## config.mk

```make
export PLATFORM = sky130hd
export DESIGN_NAME = spmc_ctrl
export DESIGN_NICKNAME = d
export VERILOG_FILES = /design/src/hw/spmc_pkg.sv /design/src/hw/spmc_ctrl.sv
export SDC_FILE = /design/constraint.sdc
export NUM_CORES = 1
export LEC_CHECK = 0
export BUFFER_PORTS_ARGS = -buffer_cell sky130_fd_sc_hd__buf_2
export CAP_MARGIN = 20
export CORE_ASPECT_RATIO = 1.75
export CORE_MARGIN = 5
export CORE_UTILIZATION = 54
export DETAILED_ROUTE_END_ITERATION = 8
export PLACE_DENSITY = 0.84
export SKIP_CTS_REPAIR_TIMING = 1
export SLEW_MARGIN = 20
export SYNTH_ARGS = -nofsm -noshare
export SYNTH_HDL_FRONTEND = slang
export SYNTH_SLANG_ARGS = --single-unit
```

## constraint.sdc

```tcl
create_clock -name pclk -period 7.4 [get_ports pclk]
set_clock_uncertainty 0.2 [all_clocks]
set_input_delay 0.74 -clock pclk [delete_from_list [all_inputs] [get_ports pclk]]
set_output_delay 0.74 -clock pclk [all_outputs]
set_load 0.02 [all_outputs]
```

## src/hw/spmc_pkg.sv

```systemverilog
/*
 * Shared constants and types of the stop-mode power controller: APB register
 * offsets, field positions, reset values, state and command enumerations and
 * the packed control and debug-answer bundles.
 * Assumes a 32-bit APB with byte addresses and a core on the same clock.
 */
package spmc_pkg;

	// -------------------------------------------------------------------
	// Register offsets (byte addresses)
	// -------------------------------------------------------------------
	localparam int unsigned ADDR_W = 8;
	localparam logic [7:0] OFS_CTRL = 8'h00;
	localparam logic [7:0] OFS_STAT = 8'h04;
	localparam logic [7:0] OFS_ACK = 8'h08;

	// -------------------------------------------------------------------
	// Control register fields
	// -------------------------------------------------------------------
	localparam int CB_STOP_EN = 0;
	localparam int CB_PPD_SEL = 1;
	localparam int CB_DBG_EN = 2;
	localparam int CB_LVD_EN = 3;
	localparam int CB_LVD_STOP = 4;
	localparam int CB_LVD_RST = 5;
	localparam int CB_OSC_STOP = 6;
	localparam int CB_HI_RANGE = 7;
	localparam int CB_WT_EN = 8;
	localparam int CB_WT_CLKS = 9;
	localparam int CB_ADC_ASYNC = 10;
	localparam int CB_KBI_LSB = 16;
	localparam int KBI_MAX = 8;
	localparam logic [31:0] CTRL_RST = 32'h0000_0000;
	localparam logic [31:0] CTRL_WMASK = 32'h00ff_07ff;

	// -------------------------------------------------------------------
	// Status register fields and acknowledge register
	// -------------------------------------------------------------------
	localparam int SB_STATE_LSB = 0;
	localparam int SB_HELD = 4;
	localparam int SB_RECOV = 5;
	localparam int SB_DBG_ENT = 6;
	localparam int SB_WAKE_LSB = 8;
	localparam int WAKE_W = 7;
	localparam int AB_RELEASE = 0;

	// Wake cause bits
	localparam int WK_RESET = 0;
	localparam int WK_IRQ = 1;
	localparam int WK_RTI = 2;
	localparam int WK_LVD = 3;
	localparam int WK_ADC = 4;
	localparam int WK_KBI = 5;
	localparam int WK_BKGD = 6;

	// -------------------------------------------------------------------
	// Types
	// -------------------------------------------------------------------
	typedef enum logic [1:0] {ST_RUN, ST_STOP3, ST_STOP2, ST_BDM} spmc_state_t;

	typedef enum logic [1:0] {CMD_BACKGROUND, CMD_MEM_STATUS, CMD_OTHER} spmc_cmd_t;

	typedef struct packed {
		logic periph_clk_en;
		logic debug_clk_en;
		logic cpu_on;
		logic flash_on;
		logic port_regs_on;
		logic ram_standby;
		logic reg_full;
		logic clkgen_on;
		logic adc_run;
		logic rti_run;
		logic kbi_wake_en;
		logic pins_held;
	} spmc_pwr_t;

	typedef struct packed {
		logic ack;
		logic refuse;
		logic stop_err;
		logic mem_access;
	} spmc_dbg_rsp_t;

endpackage : spmc_pkg

```

## src/hw/spmc_ctrl.sv

```systemverilog
/*
 * Stop-mode power controller: picks stop2 or stop3 on a STOP instruction,
 * drives the power and clock controls of each domain, screens serial debug
 * commands during stop and tracks wake-up and the stop2 pin latch.
 * Assumes stop_exec, rti_irq, adc_irq and the debug command strobe come from
 * logic on pclk; reset and wake pins and the detector trip are asynchronous.
 */
`timescale 1ns/1ps

module spmc_ctrl #(
	parameter int KBI_W = 8
) (
	input wire logic pclk,
	input wire logic presetn,
	input wire logic psel,
	input wire logic penable,
	input wire logic pwrite,
	input wire logic [spmc_pkg::ADDR_W-1:0] paddr,
	input wire logic [31:0] pwdata,
	output logic pready,
	output logic [31:0] prdata,
	output logic pslverr,
	input wire logic stop_exec,
	input wire logic bdm_go,
	input wire logic dbg_cmd_valid,
	input wire spmc_pkg::spmc_cmd_t dbg_cmd,
	output spmc_pkg::spmc_dbg_rsp_t dbg_rsp,
	input wire logic reset_pin_n,
	input wire logic irq_pin_n,
	input wire logic [KBI_W-1:0] kbi_pin_n,
	input wire logic lvd_trip,
	input wire logic rti_irq,
	input wire logic adc_irq,
	output spmc_pkg::spmc_pwr_t pwr,
	output spmc_pkg::spmc_state_t stop_state,
	output logic illegal_op_reset,
	output logic stop2_wake_por,
	output logic lvd_irq,
	output logic lvd_reset
);
	import spmc_pkg::*;

	if (KBI_W < 1 || KBI_W > KBI_MAX) begin : g_bad_kbi_w
		$error("KBI_W out of range");
	end

	function automatic logic in_stop(input spmc_state_t s);
		in_stop = (s == ST_STOP2) || (s == ST_STOP3);
	endfunction : in_stop

	// -------------------------------------------------------------------
	// Pin synchronisers
	// -------------------------------------------------------------------
	localparam int SYN_W = KBI_W + 3;
	logic [SYN_W-1:0] syn1_r;
	logic [SYN_W-1:0] syn2_r;

	always_ff @(posedge pclk or negedge presetn) begin
		if (!presetn) begin
			syn1_r <= '1;
			syn2_r <= '1;
		end else begin
			syn1_r <= {~lvd_trip, reset_pin_n, irq_pin_n, kbi_pin_n};
			syn2_r <= syn1_r;
		end
	end

	wire logic [KBI_W-1:0] kbi_n_s = syn2_r[KBI_W-1:0];
	wire logic irq_low = ~syn2_r[KBI_W];
	wire logic rst_low = ~syn2_r[KBI_W+1];
	wire logic trip_s = ~syn2_r[KBI_W+2];

	// -------------------------------------------------------------------
	// Registers and APB slave
	// -------------------------------------------------------------------
	logic [31:0] ctrl_r;
	logic pready_r;
	logic [31:0] prdata_r;
	logic pslverr_r;
	spmc_state_t state_r;
	logic dbg_ent_r;
	logic held_r;
	logic recov_r;
	logic [WAKE_W-1:0] wake_r;
	logic trip_q_r;

	wire logic [ADDR_W-1:0] a_ctrl = ADDR_W'(OFS_CTRL);
	wire logic [ADDR_W-1:0] a_stat = ADDR_W'(OFS_STAT);
	wire logic [ADDR_W-1:0] a_ack = ADDR_W'(OFS_ACK);
	wire logic hit_ctrl = paddr == a_ctrl;
	wire logic hit_stat = paddr == a_stat;
	wire logic hit_ack = paddr == a_ack;
	wire logic hit = hit_ctrl | hit_stat | hit_ack;
	wire logic acc_first = psel & penable & ~pready_r;
	wire logic commit = psel & penable & pready_r;
	wire logic wr_ctrl = commit & pwrite & hit_ctrl;
	wire logic wr_ack = commit & pwrite & hit_ack & pwdata[AB_RELEASE];

	logic [31:0] stat_word;
	always_comb begin
		stat_word = '0;
		stat_word[SB_STATE_LSB +: 2] = state_r;
		stat_word[SB_HELD] = held_r;
		stat_word[SB_RECOV] = recov_r;
		stat_word[SB_DBG_ENT] = dbg_ent_r;
		stat_word[SB_WAKE_LSB +: WAKE_W] = wake_r;
	end

	wire logic [31:0] rd_data = hit_ctrl ? ctrl_r : (hit_stat ? stat_word : 32'h0000_0000);

	// Access phase lasts two cycles so the answer comes from flip-flops
	always_ff @(posedge pclk or negedge presetn) begin
		if (!presetn) begin
			pready_r <= 1'b0;
			prdata_r <= 32'h0000_0000;
			pslverr_r <= 1'b0;
		end else begin
			pready_r <= acc_first;
			prdata_r <= (acc_first && !pwrite) ? rd_data : 32'h0000_0000;
			pslverr_r <= acc_first & ~hit;
		end
	end

	always_ff @(posedge pclk or negedge presetn) begin
		if (!presetn)
			ctrl_r <= CTRL_RST;
		else if (wr_ctrl)
			ctrl_r <= pwdata & CTRL_WMASK;
	end

	// -------------------------------------------------------------------
	// Control decode
	// -------------------------------------------------------------------
	wire logic stop_en = ctrl_r[CB_STOP_EN];
	wire logic ppd_sel = ctrl_r[CB_PPD_SEL];
	wire logic dbg_en = ctrl_r[CB_DBG_EN];
	wire logic lvd_en = ctrl_r[CB_LVD_EN];
	wire logic lvd_armed = lvd_en & ctrl_r[CB_LVD_STOP];
	wire logic osc_stop = ctrl_r[CB_OSC_STOP];
	wire logic hi_range = ctrl_r[CB_HI_RANGE];
	wire logic wt_en = ctrl_r[CB_WT_EN];
	wire logic wt_ext = ctrl_r[CB_WT_CLKS];
	wire logic adc_async = ctrl_r[CB_ADC_ASYNC];
	wire logic [KBI_W-1:0] kbi_pe = ctrl_r[CB_KBI_LSB +: KBI_W];

	wire logic stop_req = (state_r == ST_RUN) & stop_exec;
	wire logic go_stop = stop_req & stop_en;
	wire logic go_illegal = stop_req & ~stop_en;
	wire logic pick_stop2 = ppd_sel & ~dbg_en & ~lvd_armed;

	// -------------------------------------------------------------------
	// Low-voltage detector events
	// -------------------------------------------------------------------
	wire logic trip_rise = trip_s & ~trip_q_r;
	wire logic lvd_live = lvd_en & (~in_stop(state_r) | lvd_armed);
	wire logic lvd_event = trip_rise & lvd_live;

	// -------------------------------------------------------------------
	// Wake decode
	// -------------------------------------------------------------------
	wire logic kbi_hit = |(kbi_pe & ~kbi_n_s);
	wire logic bkgd_hit = dbg_cmd_valid & (dbg_cmd == CMD_BACKGROUND) & dbg_ent_r;
	wire logic rti_live = rti_irq & wt_en;
	wire logic wake2 = rst_low | irq_low | rti_live;
	wire logic wake3 = wake2 | (lvd_event & ~ctrl_r[CB_LVD_RST]) | adc_irq | kbi_hit;

	wire logic [WAKE_W-1:0] cause = {bkgd_hit, kbi_hit, adc_irq, lvd_event, rti_live, irq_low,
		rst_low};

	// -------------------------------------------------------------------
	// Mode state machine
	// -------------------------------------------------------------------
	spmc_state_t state_nxt;
	always_comb begin
		state_nxt = state_r;
		unique case (state_r)
			ST_RUN: begin
				if (go_stop)
					state_nxt = pick_stop2 ? ST_STOP2 : ST_STOP3;
			end
			ST_STOP2: begin
				if (wake2)
					state_nxt = ST_RUN;
			end
			ST_STOP3: begin
				if (bkgd_hit)
					state_nxt = ST_BDM;
				else if (wake3)
					state_nxt = ST_RUN;
			end
			ST_BDM: begin
				if (bdm_go)
					state_nxt = ST_RUN;
			end
		endcase
	end

	wire logic leave2 = (state_r == ST_STOP2) & (state_nxt == ST_RUN);
	wire logic leave3 = (state_r == ST_STOP3) & (state_nxt != ST_STOP3);
	wire logic held_nxt = go_stop | (held_r & ~leave3 & ~wr_ack);
	wire logic recov_nxt = leave2 | (recov_r & ~wr_ack);
	wire logic dbg_ent_nxt = go_stop ? dbg_en : (dbg_ent_r & (state_nxt != ST_RUN));

	always_ff @(posedge pclk or negedge presetn) begin
		if (!presetn) begin
			state_r <= ST_RUN;
			dbg_ent_r <= 1'b0;
			held_r <= 1'b0;
			recov_r <= 1'b0;
			wake_r <= '0;
			trip_q_r <= 1'b0;
		end else begin
			state_r <= state_nxt;
			dbg_ent_r <= dbg_ent_nxt;
			held_r <= held_nxt;
			recov_r <= recov_nxt;
			trip_q_r <= trip_s;
			if (leave2 || leave3)
				wake_r <= cause;
		end
	end

	// -------------------------------------------------------------------
	// Power and clock controls for the next state
	// -------------------------------------------------------------------
	spmc_pwr_t pwr_nxt;
	always_comb begin
		pwr_nxt = '0;
		pwr_nxt.pins_held = held_nxt;
		unique case (state_nxt)
			ST_RUN, ST_BDM: begin
				pwr_nxt.periph_clk_en = 1'b1;
				pwr_nxt.debug_clk_en = 1'b1;
				pwr_nxt.cpu_on = 1'b1;
				pwr_nxt.flash_on = 1'b1;
				pwr_nxt.port_regs_on = 1'b1;
				pwr_nxt.reg_full = 1'b1;
				pwr_nxt.clkgen_on = 1'b1;
				pwr_nxt.adc_run = 1'b1;
				pwr_nxt.rti_run = wt_en;
				pwr_nxt.kbi_wake_en = 1'b1;
			end
			ST_STOP2: begin
				pwr_nxt.ram_standby = 1'b1;
				pwr_nxt.rti_run = wt_en & ~wt_ext;
			end
			ST_STOP3: begin
				pwr_nxt.ram_standby = 1'b1;
				pwr_nxt.debug_clk_en = dbg_ent_nxt;
				pwr_nxt.reg_full = dbg_ent_nxt | lvd_armed;
				pwr_nxt.clkgen_on = dbg_ent_nxt | (osc_stop & (~hi_range | lvd_armed));
				pwr_nxt.adc_run = adc_async & lvd_en;
				pwr_nxt.rti_run = wt_en & (~wt_ext | osc_stop);
				pwr_nxt.kbi_wake_en = |kbi_pe;
			end
		endcase
	end

	// -------------------------------------------------------------------
	// Debug command screening
	// -------------------------------------------------------------------
	wire logic stopped = in_stop(state_r);
	spmc_dbg_rsp_t rsp_nxt;
	always_comb begin
		rsp_nxt = '0;
		if (dbg_cmd_valid) begin
			if (!stopped) begin
				rsp_nxt.ack = 1'b1;
				rsp_nxt.mem_access = dbg_cmd != CMD_BACKGROUND;
			end else if (dbg_cmd == CMD_MEM_STATUS) begin
				rsp_nxt.ack = 1'b1;
				rsp_nxt.stop_err = 1'b1;
			end else if (bkgd_hit && state_r == ST_STOP3) begin
				rsp_nxt.ack = 1'b1;
			end else begin
				rsp_nxt.refuse = 1'b1;
			end
		end
	end

	// -------------------------------------------------------------------
	// Output flip-flops
	// -------------------------------------------------------------------
	always_ff @(posedge pclk or negedge presetn) begin
		if (!presetn) begin
			pwr <= '{periph_clk_en: 1'b1, debug_clk_en: 1'b1, cpu_on: 1'b1, flash_on: 1'b1,
				port_regs_on: 1'b1, ram_standby: 1'b0, reg_full: 1'b1, clkgen_on: 1'b1,
				adc_run: 1'b1, rti_run: 1'b0, kbi_wake_en: 1'b1, pins_held: 1'b0};
			dbg_rsp <= '0;
			illegal_op_reset <= 1'b0;
			stop2_wake_por <= 1'b0;
			lvd_irq <= 1'b0;
			lvd_reset <= 1'b0;
		end else begin
			pwr <= pwr_nxt;
			dbg_rsp <= rsp_nxt;
			illegal_op_reset <= go_illegal;
			stop2_wake_por <= leave2;
			lvd_irq <= lvd_event & ~ctrl_r[CB_LVD_RST];
			lvd_reset <= lvd_event & ctrl_r[CB_LVD_RST];
		end
	end

	assign pready = pready_r;
	assign prdata = prdata_r;
	assign pslverr = pslverr_r;
	assign stop_state = state_r;
endmodule : spmc_ctrl

```

==> impl_metrics.csv, run 1 <==
group,metric,value,unit
layout,fin_area,4450,um^2
cts,cts_buffer_depth,2,
place,gp_congestion,0.892,
timing,worstMarginPinSlew,0.804,ns
synthesis,synth-warning-count,0,
synthesis,synth_cells,289,
synthesis,yosysUniqueCellTypes,38,
drt,vias,2512,
floorplanning,die_area,8620,um^2
setup_path,critPathBufInv,1,
cts,clkTransAtPathRegs,0.06,ns
global_routing,grt_pass1_wl,12400,um
synthesis,synth_area,3680,um^2
global_routing,grt_usage,0.192,
pwr,p_int,0.000910,W
setup_path,cp_max_fo,8,
drt,firstDrtPassIters,4,
pwr,ir_drop,203,uV
pwr,power.switching,0.000358,W
timing,finalHoldViolations,0,
pwr,combPwrFrac,0.186,
setup_path,critical_path.slowest_cell,"dfrtp_1",
pwr,p_leak,2.36,nW
cts,cts_tree,"built",
global_routing,grt.overflow.total,0,
setup_path,crit_type,"reg2reg",
place,port_buffers,96,
floorplanning,die_y,119,um
drt,routed_wl,7860,um
synthesis,syn-mean-instance-area,12.7,um^2
setup_path,cp.required,7.42,ns
pwr,p_sw_frac,0.282,
layout,drive_gt1_frac,0.415,
synthesis,synth_top_family_by_area,"simple AND/OR/NAND/NOR gates",
synthesis,yosys.area_share.simple,0.129,
setup_path,worstSetupStartpointType,"register",
synthesis,synthFlopType,"dfrtp_1",
layout,num_antenna_cells,0,
timing,setup_viol,0,
floorplanning,rows,39,
synthesis,synthArstFlopShare,1.00,
pwr,seqPwrFrac,0.477,
outcome,status,"complete, no violations",
pwr,powerDensity,285,nW/um^2
floorplanning,num_io_pins,119,
drt,drt_iter0_drc,209,
global_routing,grt_pass1_vias,2594,
drt,drc,0,
drt,drtAntennaViolNets,0,
setup_path,critPathMostFrequentCell,"ha_1",
floorplanning,initial_utilization,0.558,
synthesis,synth_edf_count,0,
cts,clkLatencyLatePin,0.34,ns
setup_path,crit_family,"simple AND/OR/NAND/NOR gates",
layout,area_growth,21.1,%
synthesis,synth-seq-area-share,0.656,
drt,avgRoutedWirePerCell,16.6,um
synthesis,synth_xor_area_frac,0,
cts,cts-root-buf,"clkbuf_16",
timing,slew_viol_final,0,
pwr,p_clk_frac,0.337,
drt,vias_per_cell,5.32,
timing,max_freq,319,MHz
layout,final_nets,455,
worst_hold_path,hold_class,"reg2reg",
setup_path,path_cells,"inv_1 > ha_1 > and3_1 > and4b_1 > a21oi_1 > a221o_1 > ha_1 > nand2b_1 > and2_1 > nand2_1 > o21ai_0",
setup_path,end_kind,"register",
cts,cts_buffers,9,
place,place_area,4160,um^2
floorplanning,die_x,72.4,um
timing,slew_headroom,0.462,
synthesis,synthAdderAreaFrac,0.0238,
cts,cts.sinks,95,
synthesis,synth_mux_area_frac,0.0684,
timing,min_period,3.14,ns
synthesis,synth-compound-area-share,0.0643,
timing,rsz0062_at_grt,"no",
setup_path,cp.arrival,3.15,ns
cts,htree_levels,3,
floorplanning,core-area,6590,um^2
global_routing,antenna_found_initial,0,
setup_path,slowest_delay,0.47,ns
place,place_hpwl,5720,um
timing,fin_setup_tns,0,ns
job,cap_violations,0,
synthesis,yosys_register_bits,95,
global_routing,grt_max_degree,96,
timing,final.period_utilization,0.424,
[power by group through the flow]
| stage | logic (W) | clock network [W] | registers [W] |
|---|---|---|---|
| after floorplan | 0.000126 | 0 | 0.000650 |
| after global routing | 0.000260 | 0.000456 | 0.000611 |
| after detailed placement | 0.000234 | 0 | 0.000614 |
| after global placement | 0.000227 | 0 | 0.000611 |
| final | 0.000236 | 0.000427 | 0.000605 |
| after CTS | 0.000236 | 0.000433 | 0.000605 |
[state kept, by name, indices dropped and copies added, names as in the netlist, 2 cells and up]
register	cells
stop_state	2
syn2_r	11
pwr	9
dbg_rsp	4
wake_r	7
ctrl_r	19
prdata	23
syn1_r	11
[layer usage]
layer	wire, um	part of all wire	up-vias	GRT usage
met2	4140	0.53	122	0.321
met5	0	0	-	0
met3	631	0.080	25	0.0616
met1	2710	0.34	1213	0.203
met4	378	0.048	0	0.121
li1	-	-	1152	-
[cells by family (layout without fill, tap and decap cells)]
family,Yosys count,after routing
other,1,9
AOI/OAI and AO/OA,38,38
muxes,19,19
adders and majority gates,7,7
buffers and inverters,40,133
DFF,95,95
and+or+nand+nor,89,89
[cell type report]
type	count	area (um^2)
clock inverters	3	18.8
fillers	490	2140
clock buffers	13	260
well taps	82	103
multi-input cells	162	1090
repair buffers	97	494
inverters	20	75.1
flip-flops and latches	95	2410
[cell usage in the layout, fill, tap and decap left out, types with 3 or more instances in the layout]
cell and n:
a21oi_1 12, a22oi_1 8, a31oi_1 3, and2_1 3
and3_1 16, buf_2 95, clkbuf_16 9, conb_1 9
dfrtp_1 67, dfstp_2 28, ha_1 7, inv_1 20
mux2_2 9, mux2_4 10, nand2_1 17, nand3_1 6
nand4_1 6, nor2_1 22, nor3_1 3, nor3b_1 3
o21ai_0 6, o22ai_1 4, or3_1 3
[path summary, 6_finish.rpt]
path                                               from                      to  slack, ns  cells after the start
min in group asynchronous                       presetn  ctrl_r[19]$_DFFE_PN0P_       0.26                      1
worst min register to register      syn1_r[9]$_DFF_PN1_     syn2_r[9]$_DFF_PN1_       0.15                      0
worst max register to register  stop_state[1]$_DFF_PN0_   wake_r[3]$_DFFE_PN0P_       4.26                     11
max in group asynchronous                       presetn        pready$_DFF_PN0_       6.19                      1
worst max-delay path            stop_state[1]$_DFF_PN0_   wake_r[3]$_DFFE_PN0P_       4.26                     11
worst min-delay path                syn1_r[9]$_DFF_PN1_     syn2_r[9]$_DFF_PN1_       0.15                      0
[synth_stat cells, types with 3 or more instances]
master	n	area [um^2]
a21oi_1	12	60.1
a22oi_1	8	60.1
a31oi_1	3	18.8
and2_1	3	18.8
and3_1	16	100
buf_4	13	97.6
dfrtp_1	67	1680
dfstp_2	28	736
ha_1	7	87.6
inv_1	20	75.1
mux2_2	9	101
mux2_4	10	150
nand2_1	17	63.8
nand3_1	6	30.0
nand4_1	6	37.5
nor2_1	22	82.6
nor3_1	3	15.0
nor3b_1	4	30.0
o21ai_0	6	30.0
o22ai_1	4	25.0
or3_1	3	18.8
[stage by stage]
stage / util / total power, W / worst slack [ns] / instances / hold slack, ns
floorplan: - / 0.000776 / 4.57 / 297 / 0.145
global placement: 0.632 / 0.000838 / 4.40 / 456 / 0.146
detailed placement: 0.632 / 0.000848 / 4.35 / 456 / 0.147
CTS: 0.674 / 0.00127 / 4.32 / 472 / 0.156
global route: 0.676 / 0.00133 / 4.13 / 472 / 0.157
finish: 0.676 / 0.00127 / 4.26 / 472 / 0.155
Note: power is estimated with default switching activity, not from simulation.
==> run 2: changes to the inputs <==
--- a/config.mk
+++ b/config.mk
@@ -9,9 +9,9 @@
 export CAP_MARGIN = 20
 export CORE_ASPECT_RATIO = 1.75
 export CORE_MARGIN = 5
-export CORE_UTILIZATION = 54
+export CORE_UTILIZATION = 50
 export DETAILED_ROUTE_END_ITERATION = 8
-export PLACE_DENSITY = 0.84
+export PLACE_DENSITY = 0.79
 export SKIP_CTS_REPAIR_TIMING = 1
 export SLEW_MARGIN = 20
 export SYNTH_ARGS = -nofsm -noshare
==> constraint.sdc (replaced) <==
create_clock -name pclk -period 3.1 [get_ports pclk]
set_clock_uncertainty 0.2 [all_clocks]
set_input_delay 0.31 -clock pclk [delete_from_list [all_inputs] [get_ports pclk]]
set_output_delay 0.31 -clock pclk [all_outputs]
set_load 0.02 [all_outputs]
==> run 2 against run 1 <==
  * The run now ends with negative hold slack left
  * First-iteration DRC count rose by 9.1%
  * Global-route usage hardly changed
  * Sequential share of layout area decreased by 2.6 points
  * Count of clock-buffer cells in the layout is the same
  * Critical path depth unchanged
==> impl_metrics.csv, run 2 (same netlist as run 1, synthesis figures left out) <==
group,metric,value,unit
outcome,status,"finished, violations left",
outcome,violations,"negative hold slack",
setup_path,critPathBufInv,1,
timing,setup_viol,0,
drt,firstDrtPassIters,5,
place,gp_congestion,0.879,
timing,min_period,2.94,ns
timing,final.period_utilization,0.950,
setup_path,slowest_delay,0.46,ns
pwr,p_clk_frac,0.355,
place,place_area,4200,um^2
job,cap_violations,0,
layout,layout_common_cells,"buf_2, dfrtp_1, dfstp_2, nor2_1, inv_1",
setup_path,cp.arrival,2.96,ns
drt,drt_iter0_drc,228,
timing,worstMarginPinSlew,0.760,ns
timing,slew_headroom,0.493,
floorplanning,rows,41,
global_routing,antenna_found_initial,0,
pwr,powerDensity,676,nW/um^2
cts,clkTransAtPathRegs,0.06,ns
pwr,combPwrFrac,0.187,
layout,drive_gt1_frac,0.412,
setup_path,end_kind,"register",
setup_path,cp.required,3.11,ns
global_routing,grt_pass1_vias,2617,
floorplanning,initial_utilization,0.512,
pwr,p_int,0.00229,W
setup_path,worstSetupStartpointType,"register",
timing,slew_viol_final,0,
drt,vias,2558,
pwr,seqPwrFrac,0.459,
setup_path,crit_family,"simple AND/OR/NAND/NOR gates",
layout,num_antenna_cells,0,
cts,cts_buffers,9,
setup_path,path_cells,"inv_1 > ha_2 > and3_1 > and4b_1 > a21oi_1 > a221o_1 > ha_2 > nand2b_1 > and2_1 > nand2_1 > o21ai_0",
layout,final_common_cell,"buf_2",
floorplanning,num_io_pins,119,
cts,cts-root-buf,"clkbuf_16",
floorplanning,die_area,9230,um^2
layout,area_growth,27.3,%
layout,fin_area,4680,um^2
pwr,p_sw_frac,0.274,
cts,htree_levels,3,
place,dp_slack,0.0796,ns
global_routing,grt_usage,0.192,
setup_path,critical_path.slowest_cell,"dfrtp_1",
worst_hold_path,hold_class,"in2reg",
cts,cts.sinks,95,
drt,drtAntennaViolNets,0,
place,port_buffers,96,
timing,hold_slack,-0.000130,ns
floorplanning,core-area,7180,um^2
cts,clkLatencyLatePin,0.34,ns
pwr,ir_drop,452,uV
place,place_hpwl,5980,um
layout,final_nets,475,
cts,cts_tree,"built",
layout,final_core_util,0.652,
setup_path,critPathMostFrequentCell,"ha_2",
drt,avgRoutedWirePerCell,16.8,um
drt,drc,0,
floorplanning,die_x,74.8,um
setup_path,crit_type,"reg2reg",
drt,routed_wl,8330,um
floorplanning,die_y,123,um
global_routing,grt_max_degree,89,
timing,max_freq,340,MHz
timing,finalHoldViolations,1,
cts,cts_buffer_depth,2,
pwr,p_leak,2.46,nW
global_routing,grt.overflow.total,0,
layout,largest_register_ffs,23,
timing,setup_slack,0.155,ns
global_routing,grt_pass1_wl,12800,um
drt,vias_per_cell,5.16,
setup_path,cp_max_fo,8,
pwr,power.switching,0.000867,W
## run 2: cell types whose count changed in the layout (fill, tap and decap cells not counted), sizes merged
cell         before  now
dlygate4sd3       0   16
clkinv            3    2
buf              97  101
bufinv            0    1
## run 2: area by class of cell
| class | instances | area (um^2) |
|---|---|---|
| clock inverters | 3 | 40.0 |
| clock buffers | 13 | 270 |
| well taps | 86 | 108 |
| inverters | 20 | 75.1 |
| fillers | 564 | 2500 |
| flip-flops and latches | 95 | 2410 |
| multi-input cells | 162 | 1090 |
| repair buffers | 117 | 684 |
## run 2: per-layer routing
metal | vias up | GRT usage | wire [um]
met5 | - | 0 | 0
met4 | 0 | 0.115 | 357
met3 | 24 | 0.0553 | 583
met2 | 104 | 0.328 | 4630
met1 | 1233 | 0.203 | 2760
li1 | 1197 | - | -
## run 2: power groups by stage
stage                     sequential (W)  combinational (W)  clock (W)
final                            0.00145           0.000590    0.00112
after global routing             0.00146           0.000657    0.00119
after CTS                        0.00145           0.000570    0.00114
after detailed placement         0.00147           0.000566          0
after global placement           0.00146           0.000542          0
after floorplan                  0.00155           0.000301          0
## run 2: worst paths after layout
check                           slack [ns]  cells past startpoint                      to                    start
worst min-delay path               -0.0001                      2   ctrl_r[3]$_DFFE_PN0P_                pwdata[3]
max in group asynchronous             1.61                      3     syn1_r[2]$_DFF_PN1_                  presetn
worst min register to register        0.15                      0     syn2_r[7]$_DFF_PN1_      syn1_r[7]$_DFF_PN1_
worst max register to register        0.16                     11   wake_r[3]$_DFFE_PN0P_  stop_state[0]$_DFF_PN0_
worst max-delay path                  0.16                     11   wake_r[3]$_DFFE_PN0P_  stop_state[0]$_DFF_PN0_
min in group asynchronous             0.40                      2  ctrl_r[21]$_DFFE_PN0P_                  presetn
## run 2: per-stage QoR
| step | TNS (ns) | total power (W) | std cells |
|---|---|---|---|
| 3_3_place_gp | 0 | 0.00200 | 464 |
| 2_1_floorplan | 0 | 0.00185 | 297 |
| 4_1_cts | 0 | 0.00316 | 480 |
| 5_1_grt | -0.130 | 0.00331 | 496 |
| 3_5_place_dp | 0 | 0.00204 | 464 |
| 6_report | 0 | 0.00316 | 496 |
## run 2: worst reg2reg max path: cells and delay by family, from the launching register on
| family | cells | cell delay (ns) |
|---|---|---|
| AOI/OAI and AO/OA | 3 | 0.56 |
| DFF | 1 | 0.46 |
| buffers and inverters | 1 | 0.14 |
| adders and majority gates | 2 | 0.50 |
| and+or+nand+nor | 5 | 0.97 |
